**config.mk**
```make
export PLATFORM = sky130hd
export DESIGN_NAME = framer_rx_dma_and_irq_control
export DESIGN_NICKNAME = d
export VERILOG_FILES = /design/src/common/framer_dma_pkg.sv /design/src/hdl/irq_policy.sv /design/src/hdl/framer_rx_dma_and_irq_control.sv
export SDC_FILE = /design/constraint.sdc
export NUM_CORES = 1
export LEC_CHECK = 0
export BUFFER_PORTS_ARGS = -buffer_cell sky130_fd_sc_hd__buf_2
export CAP_MARGIN = 20
export CORE_MARGIN = 1
export CORE_UTILIZATION = 35
export DETAILED_ROUTE_END_ITERATION = 8
export GPL_ROUTABILITY_DRIVEN = 0
export SLEW_MARGIN = 10
export SYNTH_ARGS = -nofsm -noshare
export SYNTH_HDL_FRONTEND = slang
export SYNTH_SLANG_ARGS = --single-unit
```
**constraint.sdc**
```tcl
create_clock -name core_clk -period 2.25 [get_ports core_clk]
set_input_delay 0.3375 -clock core_clk [delete_from_list [all_inputs] [get_ports core_clk]]
set_output_delay 0.3375 -clock core_clk [all_outputs]
set_load 0.05 [all_outputs]
```
**src/common/framer_dma_pkg.sv**
```systemverilog
// Constants and carrier types for the framer receive DMA and interrupt control block
package framer_dma_pkg;

    // ====================================================================
    // Register map
    localparam logic [15:0] DMA_CFG_ADDR = 16'h0119;
    localparam logic [15:0] IRQ_CTRL_ADDR = 16'h011A;
    localparam logic [15:0] IRQ_STATUS_ADDR = 16'h011B;
    localparam logic [15:0] IRQ_ENABLE_ADDR = 16'h011C;

    // ====================================================================
    // Field positions
    localparam int DMA_RESET_BIT = 7;
    localparam int DMA_ENABLE_BIT = 6;
    localparam int STROBE_STYLE_BIT = 5;
    localparam int CHAN_SEL_LSB = 0;
    localparam int CHAN_SEL_MSB = 2;
    localparam int CLEAR_POLICY_BIT = 2;
    localparam int AUTOCLEAR_BIT = 1;
    localparam int IRQ_ENABLE_BIT = 0;

    // ====================================================================
    // Widths and reset values
    localparam int IRQ_SOURCES = 8;
    localparam logic [7:0] REG_RESET = 8'h00;
    localparam logic [2:0] CHAN_RESERVED_MASK = 3'h4;

    // ====================================================================
    // Carrier types
    typedef struct packed {
        logic cs_n;
        logic rd_n;
        logic wr_n;
        logic [15:0] addr;
        logic [7:0] wdata;
    } upbus_t;

    typedef struct packed {
        logic read_dma_reset;
        logic read_dma_enable;
        logic strobe_style;
        logic [2:0] read_dma_channel_select;
    } dma_cfg_t;

    typedef struct packed {
        logic status_clear_policy;
        logic enable_autoclear;
        logic framer_irq_enable;
    } irq_ctrl_t;

    typedef enum logic [1:0] {DMA_IDLE, DMA_ACTIVE, DMA_DRAIN} dma_state_t;

    typedef struct packed {
        upbus_t bus_meta;
        upbus_t bus_sync;
        upbus_t bus_prev;
        logic grant_meta;
        logic grant_sync;
        dma_cfg_t dma_cfg;
        irq_ctrl_t irq_ctrl;
        dma_state_t dma_state;
        logic req_n;
        logic [7:0] dout;
        logic oe_n;
        logic pop;
        logic flush;
    } ctrl_state_t;

    typedef struct packed {
        logic [IRQ_SOURCES-1:0] status;
        logic [IRQ_SOURCES-1:0] enable;
        logic irq;
    } irq_state_t;

    localparam upbus_t BUS_IDLE = '{cs_n: 1'b1, rd_n: 1'b1, wr_n: 1'b1, addr: 16'h0000, wdata: 8'h00};

    localparam ctrl_state_t CTRL_RESET = '{
        bus_meta: BUS_IDLE,
        bus_sync: BUS_IDLE,
        bus_prev: BUS_IDLE,
        grant_meta: 1'b1,
        grant_sync: 1'b1,
        dma_cfg: '0,
        irq_ctrl: '0,
        dma_state: DMA_IDLE,
        req_n: 1'b1,
        dout: 8'h00,
        oe_n: 1'b1,
        pop: 1'b0,
        flush: 1'b0
    };

    localparam irq_state_t IRQ_RESET = '{status: '0, enable: '0, irq: 1'b0};

endpackage

```
**src/hdl/irq_policy.sv**
```systemverilog
// Interrupt status, enable and clearing policy for the framer block
`timescale 1ns/1ns
`default_nettype none

module irq_policy
(
    // Clock and reset
    input wire logic core_clk,
    input wire logic rst_n,
    // Policy controls
    input wire framer_dma_pkg::irq_ctrl_t ctrl,
    // Framer events
    input wire logic [framer_dma_pkg::IRQ_SOURCES-1:0] events,
    // Register access pulses
    input wire logic status_read,
    input wire logic status_write,
    input wire logic enable_write,
    input wire logic [framer_dma_pkg::IRQ_SOURCES-1:0] wdata,
    // State out
    output logic [framer_dma_pkg::IRQ_SOURCES-1:0] status,
    output logic [framer_dma_pkg::IRQ_SOURCES-1:0] enable,
    output logic irq
);

    framer_dma_pkg::irq_state_t st;
    framer_dma_pkg::irq_state_t next_st;

    // ====================================================================
    // Next state
    always_comb
    begin
        logic [framer_dma_pkg::IRQ_SOURCES-1:0] clr;
        clr = '0;
        next_st = st;
        if (status_read && !ctrl.status_clear_policy)
        begin
            clr = st.status;
        end
        else if (status_write && ctrl.status_clear_policy)
        begin
            clr = wdata;
        end
        // New events win over a clear in the same cycle
        next_st.status = (st.status & ~clr) | events;
        if (enable_write)
        begin
            next_st.enable = wdata;
        end
        else if (status_read && ctrl.enable_autoclear)
        begin
            next_st.enable = st.enable & ~st.status;
        end
        // Without auto-clear a status read leaves the enables unchanged
        next_st.irq = ctrl.framer_irq_enable & (|(st.status & st.enable));
    end

    // ====================================================================
    // State register
    always_ff @(posedge core_clk)
    begin
        if (!rst_n)
        begin
            st <= framer_dma_pkg::IRQ_RESET;
        end
        else
        begin
            st <= next_st;
        end
    end

    assign status = st.status;
    assign enable = st.enable;
    assign irq = st.irq;

endmodule

`default_nettype wire

```
**src/hdl/framer_rx_dma_and_irq_control.sv**
```systemverilog
// Receive DMA read interface, microprocessor registers and interrupt policy of one framer channel
`timescale 1ns/1ns
`default_nettype none

module framer_rx_dma_and_irq_control
#(
    parameter logic [2:0] CHANNEL_ID = 3'h0
)
(
    // Clock and reset
    input wire logic core_clk,
    input wire logic rst_n,
    // Microprocessor bus pins
    input wire logic cs_n,
    input wire logic rd_n,
    input wire logic wr_n,
    input wire logic [15:0] addr,
    input wire logic [7:0] data_in,
    output logic [7:0] data_out,
    output logic data_oe_n,
    // DMA handshake pins
    output logic read_transfer_request_n,
    input wire logic read_transfer_grant_n,
    // Receive HDLC buffer
    input wire logic msg_ready,
    input wire logic [7:0] buf_data,
    input wire logic buf_last,
    output logic buf_pop,
    output logic buf_flush,
    // Interrupts
    input wire logic [framer_dma_pkg::IRQ_SOURCES-1:0] irq_events,
    output logic framer_irq
);

    framer_dma_pkg::ctrl_state_t st;
    framer_dma_pkg::ctrl_state_t next_st;
    framer_dma_pkg::upbus_t bus_pins;

    logic status_read;
    logic status_write;
    logic enable_write;
    logic [framer_dma_pkg::IRQ_SOURCES-1:0] irq_status;
    logic [framer_dma_pkg::IRQ_SOURCES-1:0] irq_enable;

    assign bus_pins = '{cs_n: cs_n, rd_n: rd_n, wr_n: wr_n, addr: addr, wdata: data_in};

    // ====================================================================
    // Interrupt policy
    irq_policy irq_unit
    (
        .core_clk(core_clk),
        .rst_n(rst_n),
        .ctrl(st.irq_ctrl),
        .events(irq_events),
        .status_read(status_read),
        .status_write(status_write),
        .enable_write(enable_write),
        .wdata(st.bus_sync.wdata),
        .status(irq_status),
        .enable(irq_enable),
        .irq(framer_irq)
    );

    // ====================================================================
    // Next state
    always_comb
    begin
        logic rd_fall;
        logic rd_rise;
        logic wr_fall;
        logic wr_rise;
        logic read_start;
        logic write_start;
        logic read_end;
        logic dma_phase;
        logic reg_sel;
        logic chan_match;
        logic run;
        logic dma_reset;
        logic [7:0] rdata;
        logic [7:0] wd;
        rd_fall = 1'b0;
        rd_rise = 1'b0;
        wr_fall = 1'b0;
        wr_rise = 1'b0;
        read_start = 1'b0;
        write_start = 1'b0;
        read_end = 1'b0;
        dma_phase = 1'b0;
        reg_sel = 1'b0;
        chan_match = 1'b0;
        run = 1'b0;
        dma_reset = 1'b0;
        rdata = framer_dma_pkg::REG_RESET;
        wd = st.bus_sync.wdata;
        status_read = 1'b0;
        status_write = 1'b0;
        enable_write = 1'b0;
        next_st = st;

        // Pin synchronisers and edge history
        next_st.bus_meta = bus_pins;
        next_st.bus_sync = st.bus_meta;
        next_st.bus_prev = st.bus_sync;
        next_st.grant_meta = read_transfer_grant_n;
        next_st.grant_sync = st.grant_meta;
        next_st.pop = 1'b0;
        next_st.flush = 1'b0;

        rd_fall = st.bus_prev.rd_n & ~st.bus_sync.rd_n;
        rd_rise = ~st.bus_prev.rd_n & st.bus_sync.rd_n;
        wr_fall = st.bus_prev.wr_n & ~st.bus_sync.wr_n;
        wr_rise = ~st.bus_prev.wr_n & st.bus_sync.wr_n;

        // Strobe style decode
        if (st.dma_cfg.strobe_style)
        begin
            read_start = wr_fall & ~st.bus_sync.rd_n;
            write_start = wr_fall & st.bus_sync.rd_n;
            read_end = wr_rise;
        end
        else
        begin
            read_start = rd_fall;
            write_start = wr_fall;
            read_end = rd_rise;
        end

        dma_phase = ~st.grant_sync && (st.dma_state != framer_dma_pkg::DMA_IDLE);
        reg_sel = ~st.bus_sync.cs_n & ~dma_phase;

        // Channel match, reserved codes never match
        chan_match = (st.dma_cfg.read_dma_channel_select == CHANNEL_ID) &&
                     ((st.dma_cfg.read_dma_channel_select & framer_dma_pkg::CHAN_RESERVED_MASK) == 3'h0);
        run = st.dma_cfg.read_dma_enable & chan_match;

        // Register read mux, reserved bits zero
        unique case (st.bus_sync.addr)
            framer_dma_pkg::DMA_CFG_ADDR:
            begin
                rdata[framer_dma_pkg::DMA_RESET_BIT] = st.dma_cfg.read_dma_reset;
                rdata[framer_dma_pkg::DMA_ENABLE_BIT] = st.dma_cfg.read_dma_enable;
                rdata[framer_dma_pkg::STROBE_STYLE_BIT] = st.dma_cfg.strobe_style;
                rdata[framer_dma_pkg::CHAN_SEL_MSB:framer_dma_pkg::CHAN_SEL_LSB] =
                    st.dma_cfg.read_dma_channel_select;
            end
            framer_dma_pkg::IRQ_CTRL_ADDR:
            begin
                rdata[framer_dma_pkg::CLEAR_POLICY_BIT] = st.irq_ctrl.status_clear_policy;
                rdata[framer_dma_pkg::AUTOCLEAR_BIT] = st.irq_ctrl.enable_autoclear;
                rdata[framer_dma_pkg::IRQ_ENABLE_BIT] = st.irq_ctrl.framer_irq_enable;
            end
            framer_dma_pkg::IRQ_STATUS_ADDR:
            begin
                rdata = irq_status;
            end
            framer_dma_pkg::IRQ_ENABLE_ADDR:
            begin
                rdata = irq_enable;
            end
            default:
            begin
                rdata = framer_dma_pkg::REG_RESET;
            end
        endcase

        // Register read: drive the bus until the strobe returns high
        if (reg_sel && read_start)
        begin
            next_st.dout = rdata;
            next_st.oe_n = 1'b0;
            status_read = (st.bus_sync.addr == framer_dma_pkg::IRQ_STATUS_ADDR);
        end
        if (read_end)
        begin
            next_st.oe_n = 1'b1;
        end

        // Register write
        if (reg_sel && write_start)
        begin
            unique case (st.bus_sync.addr)
                framer_dma_pkg::DMA_CFG_ADDR:
                begin
                    next_st.dma_cfg.read_dma_reset = wd[framer_dma_pkg::DMA_RESET_BIT];
                    next_st.dma_cfg.read_dma_enable = wd[framer_dma_pkg::DMA_ENABLE_BIT];
                    next_st.dma_cfg.strobe_style = wd[framer_dma_pkg::STROBE_STYLE_BIT];
                    next_st.dma_cfg.read_dma_channel_select =
                        wd[framer_dma_pkg::CHAN_SEL_MSB:framer_dma_pkg::CHAN_SEL_LSB];
                    dma_reset = ~st.dma_cfg.read_dma_reset & wd[framer_dma_pkg::DMA_RESET_BIT];
                end
                framer_dma_pkg::IRQ_CTRL_ADDR:
                begin
                    next_st.irq_ctrl.status_clear_policy = wd[framer_dma_pkg::CLEAR_POLICY_BIT];
                    next_st.irq_ctrl.enable_autoclear = wd[framer_dma_pkg::AUTOCLEAR_BIT];
                    next_st.irq_ctrl.framer_irq_enable = wd[framer_dma_pkg::IRQ_ENABLE_BIT];
                end
                framer_dma_pkg::IRQ_STATUS_ADDR:
                begin
                    status_write = 1'b1;
                end
                framer_dma_pkg::IRQ_ENABLE_ADDR:
                begin
                    enable_write = 1'b1;
                end
                default:
                begin
                    next_st.dma_cfg = st.dma_cfg;
                end
            endcase
        end

        // ================================================================
        // DMA read sequencer
        unique case (st.dma_state)
            framer_dma_pkg::DMA_IDLE:
            begin
                if (run && msg_ready)
                begin
                    next_st.dma_state = framer_dma_pkg::DMA_ACTIVE;
                    next_st.req_n = 1'b0;
                end
            end
            framer_dma_pkg::DMA_ACTIVE:
            begin
                // Bytes move only while the controller grants
                if (dma_phase && read_start)
                begin
                    next_st.dout = buf_data;
                    next_st.oe_n = 1'b0;
                    next_st.pop = 1'b1;
                    if (buf_last)
                    begin
                        next_st.dma_state = framer_dma_pkg::DMA_DRAIN;
                        next_st.req_n = 1'b1;
                    end
                end
            end
            framer_dma_pkg::DMA_DRAIN:
            begin
                // Wait for the last strobe or the grant to go away
                if (read_end || st.grant_sync)
                begin
                    next_st.dma_state = framer_dma_pkg::DMA_IDLE;
                end
            end
            default:
            begin
                next_st.dma_state = framer_dma_pkg::DMA_IDLE;
            end
        endcase

        // Disable or channel reset abandons the transfer
        if (dma_reset || !run)
        begin
            next_st.dma_state = framer_dma_pkg::DMA_IDLE;
            next_st.req_n = 1'b1;
            next_st.pop = 1'b0;
        end
        if (dma_reset)
        begin
            next_st.flush = 1'b1;
        end
    end

    // ====================================================================
    // State register
    always_ff @(posedge core_clk)
    begin
        if (!rst_n)
        begin
            st <= framer_dma_pkg::CTRL_RESET;
        end
        else
        begin
            st <= next_st;
        end
    end

    // ====================================================================
    // Outputs
    assign data_out = st.dout;
    assign data_oe_n = st.oe_n;
    assign read_transfer_request_n = st.req_n;
    assign buf_pop = st.pop;
    assign buf_flush = st.flush;

endmodule

`default_nettype wire

```
==> results of run 1 <==
[layer usage]
metal	up-vias	GRT usage	wire length [um]
li1	1405	-	-
met1	1267	0.195	3700
met2	71	0.241	3550
met3	5	0.0405	390
met5	-	0	0
met4	0	0.0473	82
[registers in the layout (all words and copies together) (netlist names), 8 cells and up]
signal	cells
irq_unit.enable	8
data_out	8
st	14
next_st	55
irq_unit.status	8
[layout make-up]
class	instances	area [sq um]	share of cell area
Timing Repair Buffer	77	444	0.100
Sequential cell	98	1960	0.443
Clock buffer	10	128	0.0288
Clock inverter	6	75.1	0.0170
Tap cell	136	170	0.0384
Multi-Input combinational cell	240	1640	0.370
Inverter	3	11.3	0.00254
[through the flow]
step	power, uW	hold slack (ns)	setup WS, ns	setup TNS [ns]
final	3140	0.155	0.0744	0
after global routing	3290	0.137	-0.000782	-0.000782
after CTS	3170	0.148	0.0215	0
after detailed placement	2030	0.404	0.00877	0
after global placement	2020	0.403	0.0819	0
after floorplan	1950	0.386	0.0106	0
[cell families (layout without fill, tap and decap cells)]
group	Yosys count	in the layout	share of synthesized area
compound gates	65	65	0.134
xor+xnor	1	1	0.00236
buf+inv	30	96	0.0398
flops	98	98	0.528
mux	9	9	0.0243
simple gates	165	165	0.271
[worst max path at each step]
stage                start            endpoint
2_1_floorplan  next_st[46]  irq_unit.status[0]
3_3_place_gp   next_st[46]  irq_unit.status[1]
3_5_place_dp   next_st[46]  irq_unit.status[4]
4_1_cts        next_st[42]  irq_unit.status[7]
5_1_grt        next_st[42]  irq_unit.status[2]
6_report       next_st[42]  irq_unit.status[7]
[report_power, final]
part	internal, uW	switching, uW	leakage (uW)
Combinational	87.2	68.1	0.000775
Sequential	1800	39.3	0.000805
Clock	530	624	0.0000926
[what timing repair did]
item | CTS | global route
resized for setup | 1 | 7
setup endpoints to repair | 1 | 12
hold endpoints to repair | 0 | 0
pin swaps | 1 | 2
[cells in the mapped netlist (3+ instances only)]
| master | number | area (sq um) |
|---|---|---|
| and3_1 | 3 | 18.8 |
| nand2b_1 | 15 | 93.8 |
| buf_2 | 4 | 20.0 |
| mux2i_1 | 9 | 90.1 |
| a32o_1 | 8 | 80.1 |
| o21ai_0 | 5 | 25.0 |
| nand3_1 | 4 | 20.0 |
| nor3_1 | 3 | 15.0 |
| and2_1 | 48 | 300 |
| a22oi_1 | 7 | 52.6 |
| nor4_4 | 3 | 63.8 |
| o211ai_1 | 9 | 67.6 |
| a222oi_1 | 3 | 30.0 |
| nor2b_1 | 14 | 87.6 |
| inv_1 | 3 | 11.3 |
| clkbuf_1 | 15 | 56.3 |
| o21a_1 | 3 | 22.5 |
| or4b_2 | 3 | 30.0 |
| nand2_1 | 44 | 165 |
| dfxtp_1 | 98 | 1960 |
| o2bb2ai_1 | 3 | 26.3 |
| a21boi_0 | 7 | 52.6 |
| nor2_1 | 7 | 26.3 |
| buf_4 | 8 | 60.1 |
| a21oi_1 | 6 | 30.0 |
| nor4b_1 | 4 | 35.0 |
| a221oi_1 | 6 | 52.6 |
[worst max-delay path: stages, from the launching register on]
cell and delay [ns]:
dfxtp_1 0.31, or4b_4 0.54, or4_4 0.59, nor4_4 0.17, buf_6 0.17, nand2_2 0.05
a32o_1 0.26
==> flow_summary.json, run 1 <==
{
  "status": "complete, no violations",
  "ant_nets": 0,
  "vias": 2748,
  "globalRouteTotalUtil": 0.150,
  "worst_r2r_path_depth": 6,
  "max_slew_margin": 0.625,
  "final_max_slew_viol_count": 0,
  "antenna_found_initial": 0,
  "timing.max_cap.violations": 0,
  "core.rowCount": 37,
  "final_area_sq_um": 4430,
  "fin_cells": 570,
  "antenna-diode-count": 0,
  "dpl-instance-area_sq_um": 4190,
  "design.final.nets": 477,
  "p_per_area_nw_per_um2": 710,
  "ys_seq_elements": 98,
  "synthesis.area_per_instance_sq_um": 10.1,
  "first_iter_violations": 136,
  "whs_endpoint": "next_st[78]",
  "crit_path_start_kind": "flip-flop",
  "grt_first_pass_wirelength_um": 13100,
  "crit_path_max_fanout": 8,
  "ir_drop_mv": 0.286,
  "max_clock_freq_mhz": 460,
  "die_w_um": 105,
  "mappedNetlistArea_sq_um": 3710,
  "avgRoutedWirePerCell_um": 13.5,
  "synth_warn": 0,
  "postCtsSetupBuffers": 0,
  "post-dp-hpwl_um": 5720,
  "place.port_buffers": 60,
  "cts-root-buf": "clkbuf_8",
  "sink_count_of_the_clock_tree": 98,
  "most-common-layout-cells": "98 x dfxtp_1, 60 x buf_2, 48 x and2_1, 43 x nand2_1",
  "final_common_cell": "dfxtp_1",
  "post-route-period-util": 0.967,
  "detail_route.drc_violations": 0,
  "die_area_sq_um": 11000,
  "hold_path_startpoint": "cs_n",
  "syn-instance-count": 368,
  "crit-reg2reg-launch": "next_st[42]",
  "seq_area_frac_synth": 0.528,
  "fin_skew_ns": 0.00864,
  "synth-edff-count": 0,
  "cts_hold_buffers": 0,
  "detailedRoute.firstPassIterationCount": 5,
  "placeableCoreArea_sq_um": 10300,
  "drt-total-wl_um": 7720,
  "fillerInstances": 1003,
  "globalRoute.totalOverflow": 0,
  "yosys_most_used_dff": "dfxtp_1",
  "io-pin-count": 61,
  "total_leakage_power_uw": 0.00167,
  "synthToLayoutAreaGrowth_pct": 19.3,
  "die-height_um": 105,
  "fin_crit_ns": 2.18,
  "initial_core_util": 0.360,
  "grt_start_max_net_pins": 36,
  "crit_required_ns": 2.51,
  "timing.setup.critical_path_class": "flip-flop to flip-flop",
  "finalHoldViolations": 0,
  "synth_nets": 416,
  "rsz0062_at_grt": "true",
  "timing.rr.end": "irq_unit.status[7]",
  "clk_pin_slew_ns": 0.09,
  "numPlacedInstances": 554,
  "setup.reg_to_reg.worst_slack_ns": 0.07,
  "clockBufferDepth": 2,
  "setup-violations-final": 0,
  "clk_latency_ns": 0.36,
  "avgViaCountPerCell": 4.82,
  "ctsHtreeMaxLevel": 3,
  "worstMarginPinSlew_ns": 0.563,
  "grt_pass1_vias": 2759,
  "ys_types": 47,
  "fraction_of_the_core_area_covered_by_cells_at_the_end_of_the_flow": 0.429,
  "hold-path-cell-count": 2,
  "end_kind": "flip-flop",
  "worst-endpoint-arrival_ns": 2.44,
  "layout-drive-gt1-share": 0.249,
  "cts_buffers": 9,
  "async_flop_share": 0,
  "cts_tree": "built",
  "hp-class": "input port to flip-flop"
}
Note: power is estimated with default switching activity, not from simulation.
==> inputs of run 2 (changes only) <==
Settings changed: CORE_UTILIZATION 35 to 51, PLACE_DENSITY from default to 0.73.
Clock period 2.25 ns to 2.47 ns, I/O delays scaled along.
==> run 2 against run 1 <==
  * Critical path depth down 1
  * Final cell count down 7.7%
  * Clock-buffer cell count down 1
  * Routed wire length down 8.7%
  * Clock power down 7%
  * Non-clock buffer count down 4
  * Global-route usage up 5.2 points
  * Core utilization up 20 points
  * Critical path type unchanged
  * Critical endpoint is now irq_unit.status[2]
==> flow_summary.json, run 2 (synthesized netlist as in run 1, its figures left out) <==
{
  "cts_buffers": 9,
  "crit_path_max_fanout": 8,
  "clk_latency_ns": 0.37,
  "detail_route.drc_violations": 0,
  "numPlacedInstances": 510,
  "clockBufferDepth": 2,
  "design.final.nets": 473,
  "most-common-layout-cells": "98 x dfxtp_1, 60 x buf_2, 48 x and2_1, 44 x nand2_1, 15 x nand2b_1",
  "avgViaCountPerCell": 5.17,
  "layout-drive-gt1-share": 0.233,
  "p_per_area_nw_per_um2": 666,
  "setup_total_negative_slack_ns": 0,
  "rsz0062_at_grt": "false",
  "antenna-diode-count": 0,
  "synthToLayoutAreaGrowth_pct": 16.1,
  "ir_drop_mv": 0.400,
  "die_area_sq_um": 7620,
  "fin_cells": 526,
  "initial_core_util": 0.537,
  "clk_pin_slew_ns": 0.10,
  "cts_hold_buffers": 0,
  "timing.setup.critical_path_class": "flip-flop to flip-flop",
  "postCtsSetupBuffers": 0,
  "vias": 2722,
  "grt_first_pass_wirelength_um": 11600,
  "fin_crit_ns": 2.36,
  "crit-reg2reg-launch": "next_st[42]",
  "first_iter_violations": 131,
  "post-route-period-util": 0.956,
  "crit_required_ns": 2.75,
  "globalRouteTotalUtil": 0.202,
  "hp-class": "input port to flip-flop",
  "drt-total-wl_um": 7050,
  "total_leakage_power_uw": 0.00164,
  "final_max_slew_viol_count": 0,
  "ctsHtreeMaxLevel": 3,
  "worst-endpoint-arrival_ns": 2.64,
  "totalPowerFinal_uw": 2870,
  "final_common_cell": "dfxtp_1",
  "setup-violations-final": 0,
  "fin_skew_ns": 0.0117,
  "post-dp-hpwl_um": 5100,
  "crit_path_start_kind": "flip-flop",
  "core.rowCount": 30,
  "worst_setup_path_startpoint": "next_st[42]",
  "worstMarginPinSlew_ns": 0.671,
  "hold_path_startpoint": "cs_n",
  "cts-root-buf": "clkbuf_8",
  "timing.max_cap.violations": 0,
  "die-height_um": 87.3,
  "cts_tree": "built",
  "end_kind": "flip-flop",
  "ant_nets": 0,
  "avgRoutedWirePerCell_um": 13.4,
  "globalRoute.totalOverflow": 0,
  "cts_repair_resized_insts": 0,
  "antenna_found_initial": 0,
  "die_w_um": 87.3,
  "final.hold.worst_slack_ns": 0.172,
  "finalHoldViolations": 0,
  "placeableCoreArea_sq_um": 6910,
  "sink_count_of_the_clock_tree": 98,
  "status": "complete, no violations",
  "max_slew_margin": 0.550,
  "detailedRoute.firstPassIterationCount": 4,
  "fillerInstances": 599,
  "io-pin-count": 61,
  "largest_register_ffs": 55,
  "grt_start_max_net_pins": 39,
  "grt_pass1_vias": 2480,
  "max_clock_freq_mhz": 424,
  "place.port_buffers": 60
}
## run 2: changes by cell type in the layout (fill, tap and decap cells not counted), moves of 2 or more
cell / change
buf_4: -2
clkinv_4: +3
clkinvlp_4: -2
or4b_1: +2
or4b_4: -2
## run 2: layer usage
layer	vias to the layer above	GRT usage	routed length, um
met4	0	0.0715	103
met3	11	0.0597	366
met1	1251	0.269	3440
met5	-	0	0
met2	65	0.310	3140
li1	1395	-	-
## run 2: layout make-up
| type | instances | area (sq um) | area share |
|---|---|---|---|
| sequential | 98 | 1960 | 0.455 |
| inverter | 3 | 11.3 | 0.00261 |
| timing repair buffer | 73 | 398 | 0.0923 |
| clock inverter | 7 | 86.3 | 0.0200 |
| multi-input combinational | 240 | 1610 | 0.373 |
| tap | 96 | 120 | 0.0279 |
| clock buffer | 9 | 124 | 0.0287 |
## run 2: per-stage QoR
stage                util  cell area [sq um]  setup slack (ns)
floorplan               -               3710             0.153
CTS                 0.623               4300            0.0844
global route        0.624               4310           0.00944
detailed placement  0.593               4090            0.0935
finish              0.624               4310             0.110
global placement    0.593               4090             0.129
## run 2: worst paths after layout
| kind | slack (ns) | cells past startpoint | endpoint |
|---|---|---|---|
| worst min-delay path | 0.17 | 2 | next_st[78] |
| worst min register to register | 0.42 | 1 | next_st[49] |
| worst max register to register | 0.11 | 5 | irq_unit.status[2] |
| worst max-delay path | 0.11 | 5 | irq_unit.status[2] |
## run 2: critical path: stages, from the launching register on
cell     delay (ns)
dfxtp_1        0.31
or4b_1         0.57
or4_4          0.57
nor4_4         0.45
nand2_1        0.11
a32o_1         0.27
## run 2: power by group
group / switching, uW / internal, uW / total [uW] / leakage [uW]
registers: 33.7 / 1640 / 1670 / 0.000805
logic: 58.7 / 75.7 / 134 / 0.000736
clock network: 579 / 487 / 1070 / 0.000103
